`src/logic/iopm_pkg.sv`:
```
// Register map, reset values and bank layout of the I/O line controller.
// Assumes a plain strobe register port with byte addresses.
package iopm_pkg;

    localparam int ADDR_W = 8;
    localparam int NBANK  = 6;

    // Bank indices; each bank is a set/clear pair with a readable status
    localparam int B_PULLUP_OFF = 0;
    localparam int B_SECOND_SEL = 1;
    localparam int B_WRITE_MASK = 2;
    localparam int B_OUT_ENABLE = 3;
    localparam int B_CTRL_OWN   = 4;
    localparam int B_OUT_LEVEL  = 5;

    // Set offset, clear offset and status offset of each bank
    localparam logic [ADDR_W-1:0] SET_OFS [NBANK] = '{
        8'h10, 8'h20, 8'h30, 8'h40, 8'h50, 8'h60};
    localparam logic [ADDR_W-1:0] CLR_OFS [NBANK] = '{
        8'h14, 8'h1C, 8'h34, 8'h44, 8'h54, 8'h64};
    localparam logic [ADDR_W-1:0] STAT_OFS [NBANK] = '{
        8'h18, 8'h24, 8'h38, 8'h48, 8'h58, 8'h68};

    // Direct write of the output level register and pin level status
    localparam logic [ADDR_W-1:0] OUT_LEVEL_WR_OFS = 8'h68;
    localparam logic [ADDR_W-1:0] PIN_STATUS_OFS   = 8'h6C;

    // Pull-ups on, first function, writes ignored, outputs off,
    // controller owns every line, levels low
    localparam logic [31:0] BANK_RESET [NBANK] = '{
        32'h0000_0000, 32'h0000_0000, 32'h0000_0000,
        32'h0000_0000, 32'hFFFF_FFFF, 32'h0000_0000};

endpackage

```
`src/logic/iopm_bank_if.sv`:
```
// Set/clear/load bundle between the controller top and one state bank.
// Assumes both ends run on the same clock.
`timescale 1ns/100ps
`default_nettype none
interface iopm_bank_if #(
    parameter int WIDTH = 32
);
    logic [WIDTH-1:0] set_bits;
    logic [WIDTH-1:0] clr_bits;
    logic [WIDTH-1:0] load_mask;
    logic [WIDTH-1:0] load_val;
    logic [WIDTH-1:0] state;

    modport ctrl (
        output set_bits,
        output clr_bits,
        output load_mask,
        output load_val,
        input  state
    );
    modport bank (
        input  set_bits,
        input  clr_bits,
        input  load_mask,
        input  load_val,
        output state
    );
endinterface
`default_nettype wire

```
`src/logic/iopm_bank.sv`:
```
// One per-line state bank: set bits, clear bits, masked direct load.
// Assumes at most one of set, clear or load is active in a cycle.
`timescale 1ns/100ps
`default_nettype none
module iopm_bank
    import iopm_pkg::*;
#(
    parameter int          WIDTH     = 32,
    parameter logic [31:0] RESET_VAL = 32'h0000_0000
) (
    input  wire logic i_sys_clk,
    input  wire logic i_rst,
    iopm_bank_if.bank bus
);
    logic [WIDTH-1:0] state_q;
    logic [WIDTH-1:0] state_d;
    logic [WIDTH-1:0] after_sc;

    // Zero bits of set or clear leave the line as it was
    assign after_sc = (state_q & ~bus.clr_bits) | bus.set_bits;
    assign state_d  = (after_sc & ~bus.load_mask)
                    | (bus.load_val & bus.load_mask);
    assign bus.state = state_q;

    // New state visible one edge after the write
    always_ff @(posedge i_sys_clk) begin
        if (i_rst) begin
            state_q <= RESET_VAL[WIDTH-1:0];
        end else begin
            state_q <= state_d;
        end
    end
endmodule
`default_nettype wire

```
`src/logic/iopm_ctrl.sv`:
```
// Top of the I/O line controller: register port, line banks, pad and
// peripheral multiplexing. Assumes pads are asynchronous to i_sys_clk
// and the two peripheral functions run on i_sys_clk.
`timescale 1ns/100ps
`default_nettype none
// Operation
// - Pull-up disable ones switch line pull-up off
// - Pull-up enable ones switch line pull-up on
// - Pull-up status reads zero when pull-up active
// - First select ones route line to first function
// - Second select ones route line to second
// - Function status: zero first, one second
// - Write enable ones let direct writes through
// - Write disable ones block direct writes
// - Write status: one means direct writes act
// - Output level bit one drives line high
// - Direct output writes obey per-line mask
module iopm_ctrl
    import iopm_pkg::*;
#(
    parameter int LINES = 32
) (
    input  wire logic              i_sys_clk,
    input  wire logic              i_rst,
    input  wire logic [ADDR_W-1:0] i_addr,
    input  wire logic [31:0]       i_wr_data,
    input  wire logic              i_wr_stb,
    input  wire logic              i_rd_stb,
    output logic      [31:0]       o_rd_data_q,
    input  wire logic [LINES-1:0]  i_pad_in,
    output logic      [LINES-1:0]  o_pad_out_q,
    output logic      [LINES-1:0]  o_pad_oe_q,
    output logic      [LINES-1:0]  o_pullup_en_q,
    input  wire logic [LINES-1:0]  i_first_out,
    input  wire logic [LINES-1:0]  i_first_oe,
    input  wire logic [LINES-1:0]  i_second_out,
    input  wire logic [LINES-1:0]  i_second_oe,
    output logic      [LINES-1:0]  o_first_in_q,
    output logic      [LINES-1:0]  o_second_in_q
);
    iopm_bank_if #(.WIDTH(LINES)) bif [NBANK] ();

    logic [LINES-1:0] pad_meta_q;
    logic [LINES-1:0] pad_sync_q;
    logic [31:0]      rd_data_d;
    logic [LINES-1:0] pad_out_d;
    logic [LINES-1:0] pad_oe_d;
    logic [LINES-1:0] st_pullup_off;
    logic [LINES-1:0] st_second;
    logic [LINES-1:0] st_write_mask;
    logic [LINES-1:0] st_out_enable;
    logic [LINES-1:0] st_ctrl_own;
    logic [LINES-1:0] st_out_level;
    logic [LINES-1:0] wr_bits;
    // Plain copy of every bank state, so the read mux can loop over it
    logic [LINES-1:0] bank_state [NBANK];
    logic [NBANK-1:0] set_hit;
    logic [NBANK-1:0] clr_hit;
    logic [NBANK-1:0] stat_hit;
    logic             level_wr_hit;
    logic             pin_hit;

    assign wr_bits      = i_wr_data[LINES-1:0];
    assign level_wr_hit = i_wr_stb && (i_addr == OUT_LEVEL_WR_OFS);
    assign pin_hit      = (i_addr == PIN_STATUS_OFS);

    // Set and clear decode; pull-up set is the disable write and the
    // second-function set is the second select write
    for (genvar b = 0; b < NBANK; b++) begin : g_bank
        assign set_hit[b]  = i_wr_stb && (i_addr == SET_OFS[b]);
        assign clr_hit[b]  = i_wr_stb && (i_addr == CLR_OFS[b]);
        assign stat_hit[b] = (i_addr == STAT_OFS[b]);
        assign bif[b].set_bits = set_hit[b] ? wr_bits : '0;
        assign bif[b].clr_bits = clr_hit[b] ? wr_bits : '0;
        assign bank_state[b]   = bif[b].state;
        iopm_bank #(
            .WIDTH     (LINES),
            .RESET_VAL (BANK_RESET[b])
        ) u_bank (
            .i_sys_clk (i_sys_clk),
            .i_rst     (i_rst),
            .bus       (bif[b])
        );
    end

    // Only the output level bank takes direct writes, and only on lines
    // whose write mask is open
    for (genvar b = 0; b < NBANK; b++) begin : g_load
        if (b == B_OUT_LEVEL) begin : g_lvl
            assign bif[b].load_mask = level_wr_hit
                                    ? st_write_mask : '0;
            assign bif[b].load_val  = wr_bits;
        end else begin : g_none
            assign bif[b].load_mask = '0;
            assign bif[b].load_val  = '0;
        end
    end

    assign st_pullup_off = bif[B_PULLUP_OFF].state;
    assign st_second     = bif[B_SECOND_SEL].state;
    assign st_write_mask = bif[B_WRITE_MASK].state;
    assign st_out_enable = bif[B_OUT_ENABLE].state;
    assign st_ctrl_own   = bif[B_CTRL_OWN].state;
    assign st_out_level  = bif[B_OUT_LEVEL].state;

    // Read mux; write-only and unmapped addresses read as zero.
    // Status banks read raw, so pull-up reads one when off.
    always_comb begin
        rd_data_d = 32'h0000_0000;
        for (int b = 0; b < NBANK; b++) begin
            if (stat_hit[b]) begin
                rd_data_d[LINES-1:0] = bank_state[b];
            end
        end
        if (pin_hit) begin
            rd_data_d[LINES-1:0] = pad_sync_q;
        end
    end

    // Line owned by the controller drives the stored level, otherwise
    // the selected peripheral function drives it
    assign pad_out_d = (st_ctrl_own & st_out_level)
                     | (~st_ctrl_own & st_second & i_second_out)
                     | (~st_ctrl_own & ~st_second & i_first_out);
    assign pad_oe_d  = (st_ctrl_own & st_out_enable)
                     | (~st_ctrl_own & st_second & i_second_oe)
                     | (~st_ctrl_own & ~st_second & i_first_oe);

    // Pads are asynchronous; the first stage feeds only the second
    always_ff @(posedge i_sys_clk) begin
        if (i_rst) begin
            pad_meta_q <= '0;
            pad_sync_q <= '0;
        end else begin
            pad_meta_q <= i_pad_in;
            pad_sync_q <= pad_meta_q;
        end
    end

    // Data lands only in the cycle after the read strobe
    always_ff @(posedge i_sys_clk) begin
        if (i_rst) begin
            o_rd_data_q <= 32'h0000_0000;
        end else begin
            o_rd_data_q <= i_rd_stb ? rd_data_d : 32'h0000_0000;
        end
    end

    // Registered pad drive adds one cycle of latency to every output
    always_ff @(posedge i_sys_clk) begin
        if (i_rst) begin
            o_pad_out_q   <= '0;
            o_pad_oe_q    <= '0;
            o_pullup_en_q <= '1;
        end else begin
            o_pad_out_q   <= pad_out_d;
            o_pad_oe_q    <= pad_oe_d;
            o_pullup_en_q <= ~st_pullup_off;
        end
    end

    // Peripherals see the line only while it is routed to them
    always_ff @(posedge i_sys_clk) begin
        if (i_rst) begin
            o_first_in_q  <= '0;
            o_second_in_q <= '0;
        end else begin
            o_first_in_q  <= pad_sync_q & ~st_ctrl_own & ~st_second;
            o_second_in_q <= pad_sync_q & ~st_ctrl_own & st_second;
        end
    end
endmodule
`default_nettype wire

```
`config.mk`:
```
export PLATFORM = sky130hd
export DESIGN_NAME = iopm_ctrl
export DESIGN_NICKNAME = d
export VERILOG_FILES = /design/src/logic/iopm_pkg.sv /design/src/logic/iopm_bank_if.sv /design/src/logic/iopm_bank.sv /design/src/logic/iopm_ctrl.sv
export SDC_FILE = /design/constraint.sdc
export NUM_CORES = 1
export LEC_CHECK = 0
export BUFFER_PORTS_ARGS = -buffer_cell sky130_fd_sc_hd__buf_2
export CAP_MARGIN = 40
export CORE_MARGIN = 2
export CORE_UTILIZATION = 59
export CTS_CLUSTER_DIAMETER = 150
export CTS_CLUSTER_SIZE = 8
export DETAILED_ROUTE_END_ITERATION = 10
export PLACE_DENSITY_LB_ADDON = 0.12
export SETUP_SLACK_MARGIN = 0.5
export SLEW_MARGIN = 20
export SYNTH_ARGS = -nofsm -noshare
export SYNTH_HDL_FRONTEND = slang
export SYNTH_SLANG_ARGS = --single-unit
```
`constraint.sdc`:
```
create_clock -name i_sys_clk -period 7.05 [get_ports i_sys_clk]
set_clock_uncertainty 0.05 [all_clocks]
set_input_delay 1.41 -clock i_sys_clk [delete_from_list [all_inputs] [get_ports i_sys_clk]]
set_output_delay 1.41 -clock i_sys_clk [all_outputs]
set_load 0.02 [all_outputs]
```
Yosys cells after proc, flatten, opt, wreduce, memory -nomap -nowiden

Index checks and enable logic that the tools add are counted.

Register bits after elaboration: 448
Bits of input ports: 204
Output and inout bits: 192
Logic and storage cells: 108

Equal/unequal tests: 19
Multiplexer cells: 20
Bitwise logic cells: 41
Reductions and logical operators: 14

Operator list:

| kind                 | count |
|---|---|
| $mux W32             | 20 |
| $and A32 B32 Y32     | 19 |
| $or A32 B32 Y32      | 11 |
| $not A32 Y32         | 10 |
| $eq A8 B7 Y1 const B | 10 |
| $eq A8 B6 Y1 const B | 5 |
| $eq A8 B5 Y1 const B | 4 |
| $logic_and A1 B1 Y1  | 13 |
| $reduce_or A2 Y1     | 1 |
| $not A1 Y1           | 1 |

Logic depth before layout (Yosys ltp)

Word-level depth: 8
Gate-level depth with buffers: 8
Mapped depth without buffers: 5

By module

A second synthesis with hierarchy kept.

Cell total of the unflattened synthesis: 2679
Area total of the unflattened synthesis: 23287.3 µm²

By module, submodules not included:

| module                            | instances | cells an instance | area each (µm²) | seq. area each (µm²) |
|---|---|---|---|---|
| iopm_ctrl                         | 1         | 1701              | 13917.1         | 5124.9 |
| iopm_bank at g_bank[0].u_bank ... | 5         | 163               | 1582.8          | 640.6 |
| iopm_bank at g_bank[4].u_bank     | 1         | 163               | 1456.4          | 640.6 |

Least setup slack after synthesis

Ideal clock, no wire load.

Path kind: input to register
Start point: input i_addr[2]
End point: register o_rd_data_q[11]
Library setup time: 0.125 ns
Data arrival time: 3.013 ns
Required time: 6.875 ns
Setup slack: 3.862 ns
Stages: 8
Buffers on the path: 3
Cells stage by stage: buf_6 > or4b_4 > buf_6 > nor3_1 > buf_2 > a21boi_0 > a211oi_1 > o2bb2ai_1

Longest elaborated chain between the ends: 8
Elaborated cells on any way between the ends: 14
Classes of those cells: 7 x eq/ne; 7 x mux

Ends and longest elaborated chain:

| what                   | line             | RTL |
|---|---|---|
| start: declaration     | iopm_ctrl.sv:25  | `input wire logic [ADDR_W-1:0] i_addr,` |
| $eq A8 B5 Y1           | iopm_ctrl.sv:72  | `assign stat_hit[b] = (i_addr == STAT_OFS[b]);` |
| $mux W32 (6 in a row)  | iopm_ctrl.sv:111 | `if (stat_hit[b]) begin` |
| $mux W32 *             | iopm_ctrl.sv:115 | `if (pin_hit) begin` |
| end signal: assignment | iopm_ctrl.sv:145 | `o_rd_data_q <= i_rd_stb ? rd_data_d : 32'h0000_0000;` |
| end: declaration       | iopm_ctrl.sv:29  | `output logic [31:0] o_rd_data_q,` |

Every way passes the cells marked *; elsewhere a longest branch is shown, timed or not.
A chain may end at the register's enable or synchronous reset.

Final worst setup path

Start point: input i_addr[5]
End point: register o_rd_data_q[10]

Same word-level chain as after synthesis.

==> flow_metrics.env <==
export IMPL_rows=64
export IMPL_final_util=0.723
export IMPL_rsz0062_at_grt="no"
export IMPL_nets=2532
export IMPL_synth_edff_count=0
export IMPL_outcome="complete, no violations"
export IMPL_hold_slack_ns=0.368
export IMPL_fin_cells=2727
export IMPL_path_delay_family="simple AND/OR/NAND/NOR gates"
export IMPL_drv_cap=0
export IMPL_syn_num_nets=2267
export IMPL_hold_path_class="flip-flop to flip-flop"
export IMPL_grt_pass1_vias=16400
export IMPL_worstPathArrival_ns=4.18
export IMPL_start_util=0.598
export IMPL_p_switching_mw=1.20
export IMPL_overflow=0
export IMPL_path_cells="buf_2 > nand2b_1 > nor2_4 > buf_16 > and3_1 > buf_6 > a22oi_1 > a21oi_1"
export IMPL_synth_seq_area_share=0.490
export IMPL_crit_slowest_cell="buf_2"
export IMPL_cts_root_buf="clkbuf_16"
export IMPL_fin_crit_ns=3.73
export IMPL_leakagePower_nw=8.89
export IMPL_power_density_mw_per_mm2=244
export IMPL_path_class="primary input to flip-flop"
export IMPL_fin_ws_ns=3.32
export IMPL_critPathRequiredTime_ns=7.50
export IMPL_dieArea_sq_mm=0.0324
export IMPL_syn2layout_area_growth_pct=20.9
export IMPL_io_pins=396
export IMPL_cp_end_kind="flip-flop"
export IMPL_async_reset_ff_frac=0
export IMPL_cts_buffers=61
export IMPL_die_h_um=180
export IMPL_setup_violations=0
export IMPL_max_freq_mhz=268
export IMPL_postSynthCellCount=2063
export IMPL_path_max_fanout=31
export IMPL_place_congestion=0.897
export IMPL_die_w_um=180
export IMPL_max_stage_delay_ns=0.65
export IMPL_dr_pass1_iters=6
export IMPL_grt_pass1_wl_mm=92.1
export IMPL_finish_instance_area_sq_mm=0.0221
export IMPL_hold_viol=0
export IMPL_power_frac_comb=0.052
export IMPL_coreArea_sq_mm=0.0306
export IMPL_dp_cells=2657
export IMPL_drive_gt1_frac=0.232
export IMPL_grt_total_usage=0.355
export IMPL_post_route_period_util=0.529
export IMPL_pwr_share_clk=0.472
export IMPL_cts_clk_slew_worst_paths_ns=0.05
export IMPL_switching_share=0.222
export IMPL_h_tree_depth=2
export IMPL_postSynthAreaPerCell_sq_um=8.86
export IMPL_setup_tns_ns=0
export IMPL_peakVddDrop_mv=0.176
export IMPL_critPathBufInv=3
export IMPL_drt_vias_per_instance=6.30
export IMPL_insertion_delay_ns=0.59
export IMPL_cts_setup_buffers=0
export IMPL_seqPwrFrac=0.476
export IMPL_wl_per_cell_um=21.8
export IMPL_yosysTopAreaCell="dfxtp_1"
export IMPL_tritoncts="built"
export IMPL_cts_resized=0
export IMPL_route_detailed_drc=0
export IMPL_antenna_found_initial=2
export IMPL_dp_hpwl_mm=38.9
export IMPL_clkSinkCount=448
export IMPL_place_ws_ns=2.85
export IMPL_cts_buffer_depth=3
export IMPL_power_mw=5.40
export IMPL_grt_max_degree=135
export IMPL_fillers=2360
export IMPL_crit_path_start_kind="primary input"
export IMPL_finalWirelength_mm=59.6
export IMPL_io_buffers=395
export IMPL_syn_area_sq_mm=0.0183
export IMPL_dpl_cell_area_sq_mm=0.0204
export IMPL_final_cell_mix="dfxtp_1 (448), buf_2 (394), nor2_1 (211)"
export IMPL_worstMarginPinSlew_ns=0.895
export IMPL_final_common_cell="dfxtp_1"
export IMPL_drtIter0Drc=2235
export IMPL_ant_nets=0
export IMPL_vias=17200
export IMPL_synthDistinctLibCells=53
export IMPL_internal_power_mw=4.20
export IMPL_final_max_slew_violation_count=0
export IMPL_synth_top_area_share=0.490
export IMPL_synthFlopType="dfxtp_1"
export IMPL_ctsHoldBuffers=0
export IMPL_slew_headroom=0.402
export IMPL_yosys_top_cells_area="dfxtp_1 (49%), a21oi_1 (5.3%), a22oi_1 (4.6%)"
export IMPL_synth_seq_cells=448
export IMPL_synth_warnings=0
## worst reg2reg max path, cell delays in order (launching register included)
cell and delay, ns:
dfxtp_1 0.53, o22ai_1 0.13, a22oi_1 0.21, o221ai_1 0.14
o21ai_0 0.32
## Yosys cell counts, types with 5 or more instances
library cell and count:
buf_1 35, nor2_1 218, nor4bb_1 32, o211ai_1 13, clkbuf_1 171, o22ai_1 20, nand3_1 63, a21oi_1 192
a221oi_1 5, o21ai_0 54, nor4b_1 33, a22oi_1 113, a21boi_0 13, a21o_1 59, nand2b_1 55, inv_1 5
mux2i_1 78, buf_2 29, o2bb2ai_1 12, a211oi_1 11, a22o_1 16, nand2_1 194, a222oi_1 14, a221o_1 48
dfxtp_1 448, nor2b_1 82
## registers in the layout (all words and copies together), names as in the netlist
name	flops
o_second_in_q	32
g_bank.u_bank.bus.state	192
o_pullup_en_q	32
o_rd_data_q	32
o_pad_oe_q	32
pad_sync_q	32
pad_meta_q	32
o_first_in_q	32
o_pad_out_q	32
## cells by family after synthesis
| group | Yosys count | synth area share |
|---|---|---|
| buffers and inverters | 245 | 0.0539 |
| and+or+nand+nor | 710 | 0.197 |
| DFF | 448 | 0.490 |
| muxes | 80 | 0.0439 |
| AOI/OAI and AO/OA | 580 | 0.215 |
## power by group through the flow
stage	clock [mW]	sequential (mW)	combinational (mW)
floorplan	0	2.61	0.153
global placement	0	2.62	0.256
detailed placement	0	2.62	0.270
CTS	2.56	2.57	0.272
global route	2.68	2.57	0.300
finish	2.55	2.57	0.281
## worst paths after layout
path                            depth (start not counted)                            from           endpoint  slack, ns
worst min-delay path                                    1  g_bank[0].u_bank.bus.state[11]  o_pullup_en_q[11]       0.37
worst min register to register                          1  g_bank[0].u_bank.bus.state[11]  o_pullup_en_q[11]       0.37
worst max-delay path                                    8                       i_addr[5]    o_rd_data_q[10]       3.32
worst max register to register                          4  g_bank[4].u_bank.bus.state[22]    o_rd_data_q[22]       5.55
## area by class of cell
type	count	area (sq um)	area share
multi-input cells	1370	8460	0.383
inverters	5	18.8	0.000849
clock inverters	1	8.76	0.000396
clock buffers	63	1580	0.0713
well taps	396	495	0.0224
repair buffers	442	2580	0.117
diodes	2	5.00	0.000226
flip-flops and latches	448	8970	0.406
## routing by layer
metal  up-vias  wire length, um  GRT usage
li1       7809                -          -
met1      8064            23000      0.471
met2      1138            27100      0.561
met3       181             7040     0.0798
met4         0             2440      0.151
met5         -                0          0
(Power assumes the default switching activity.)
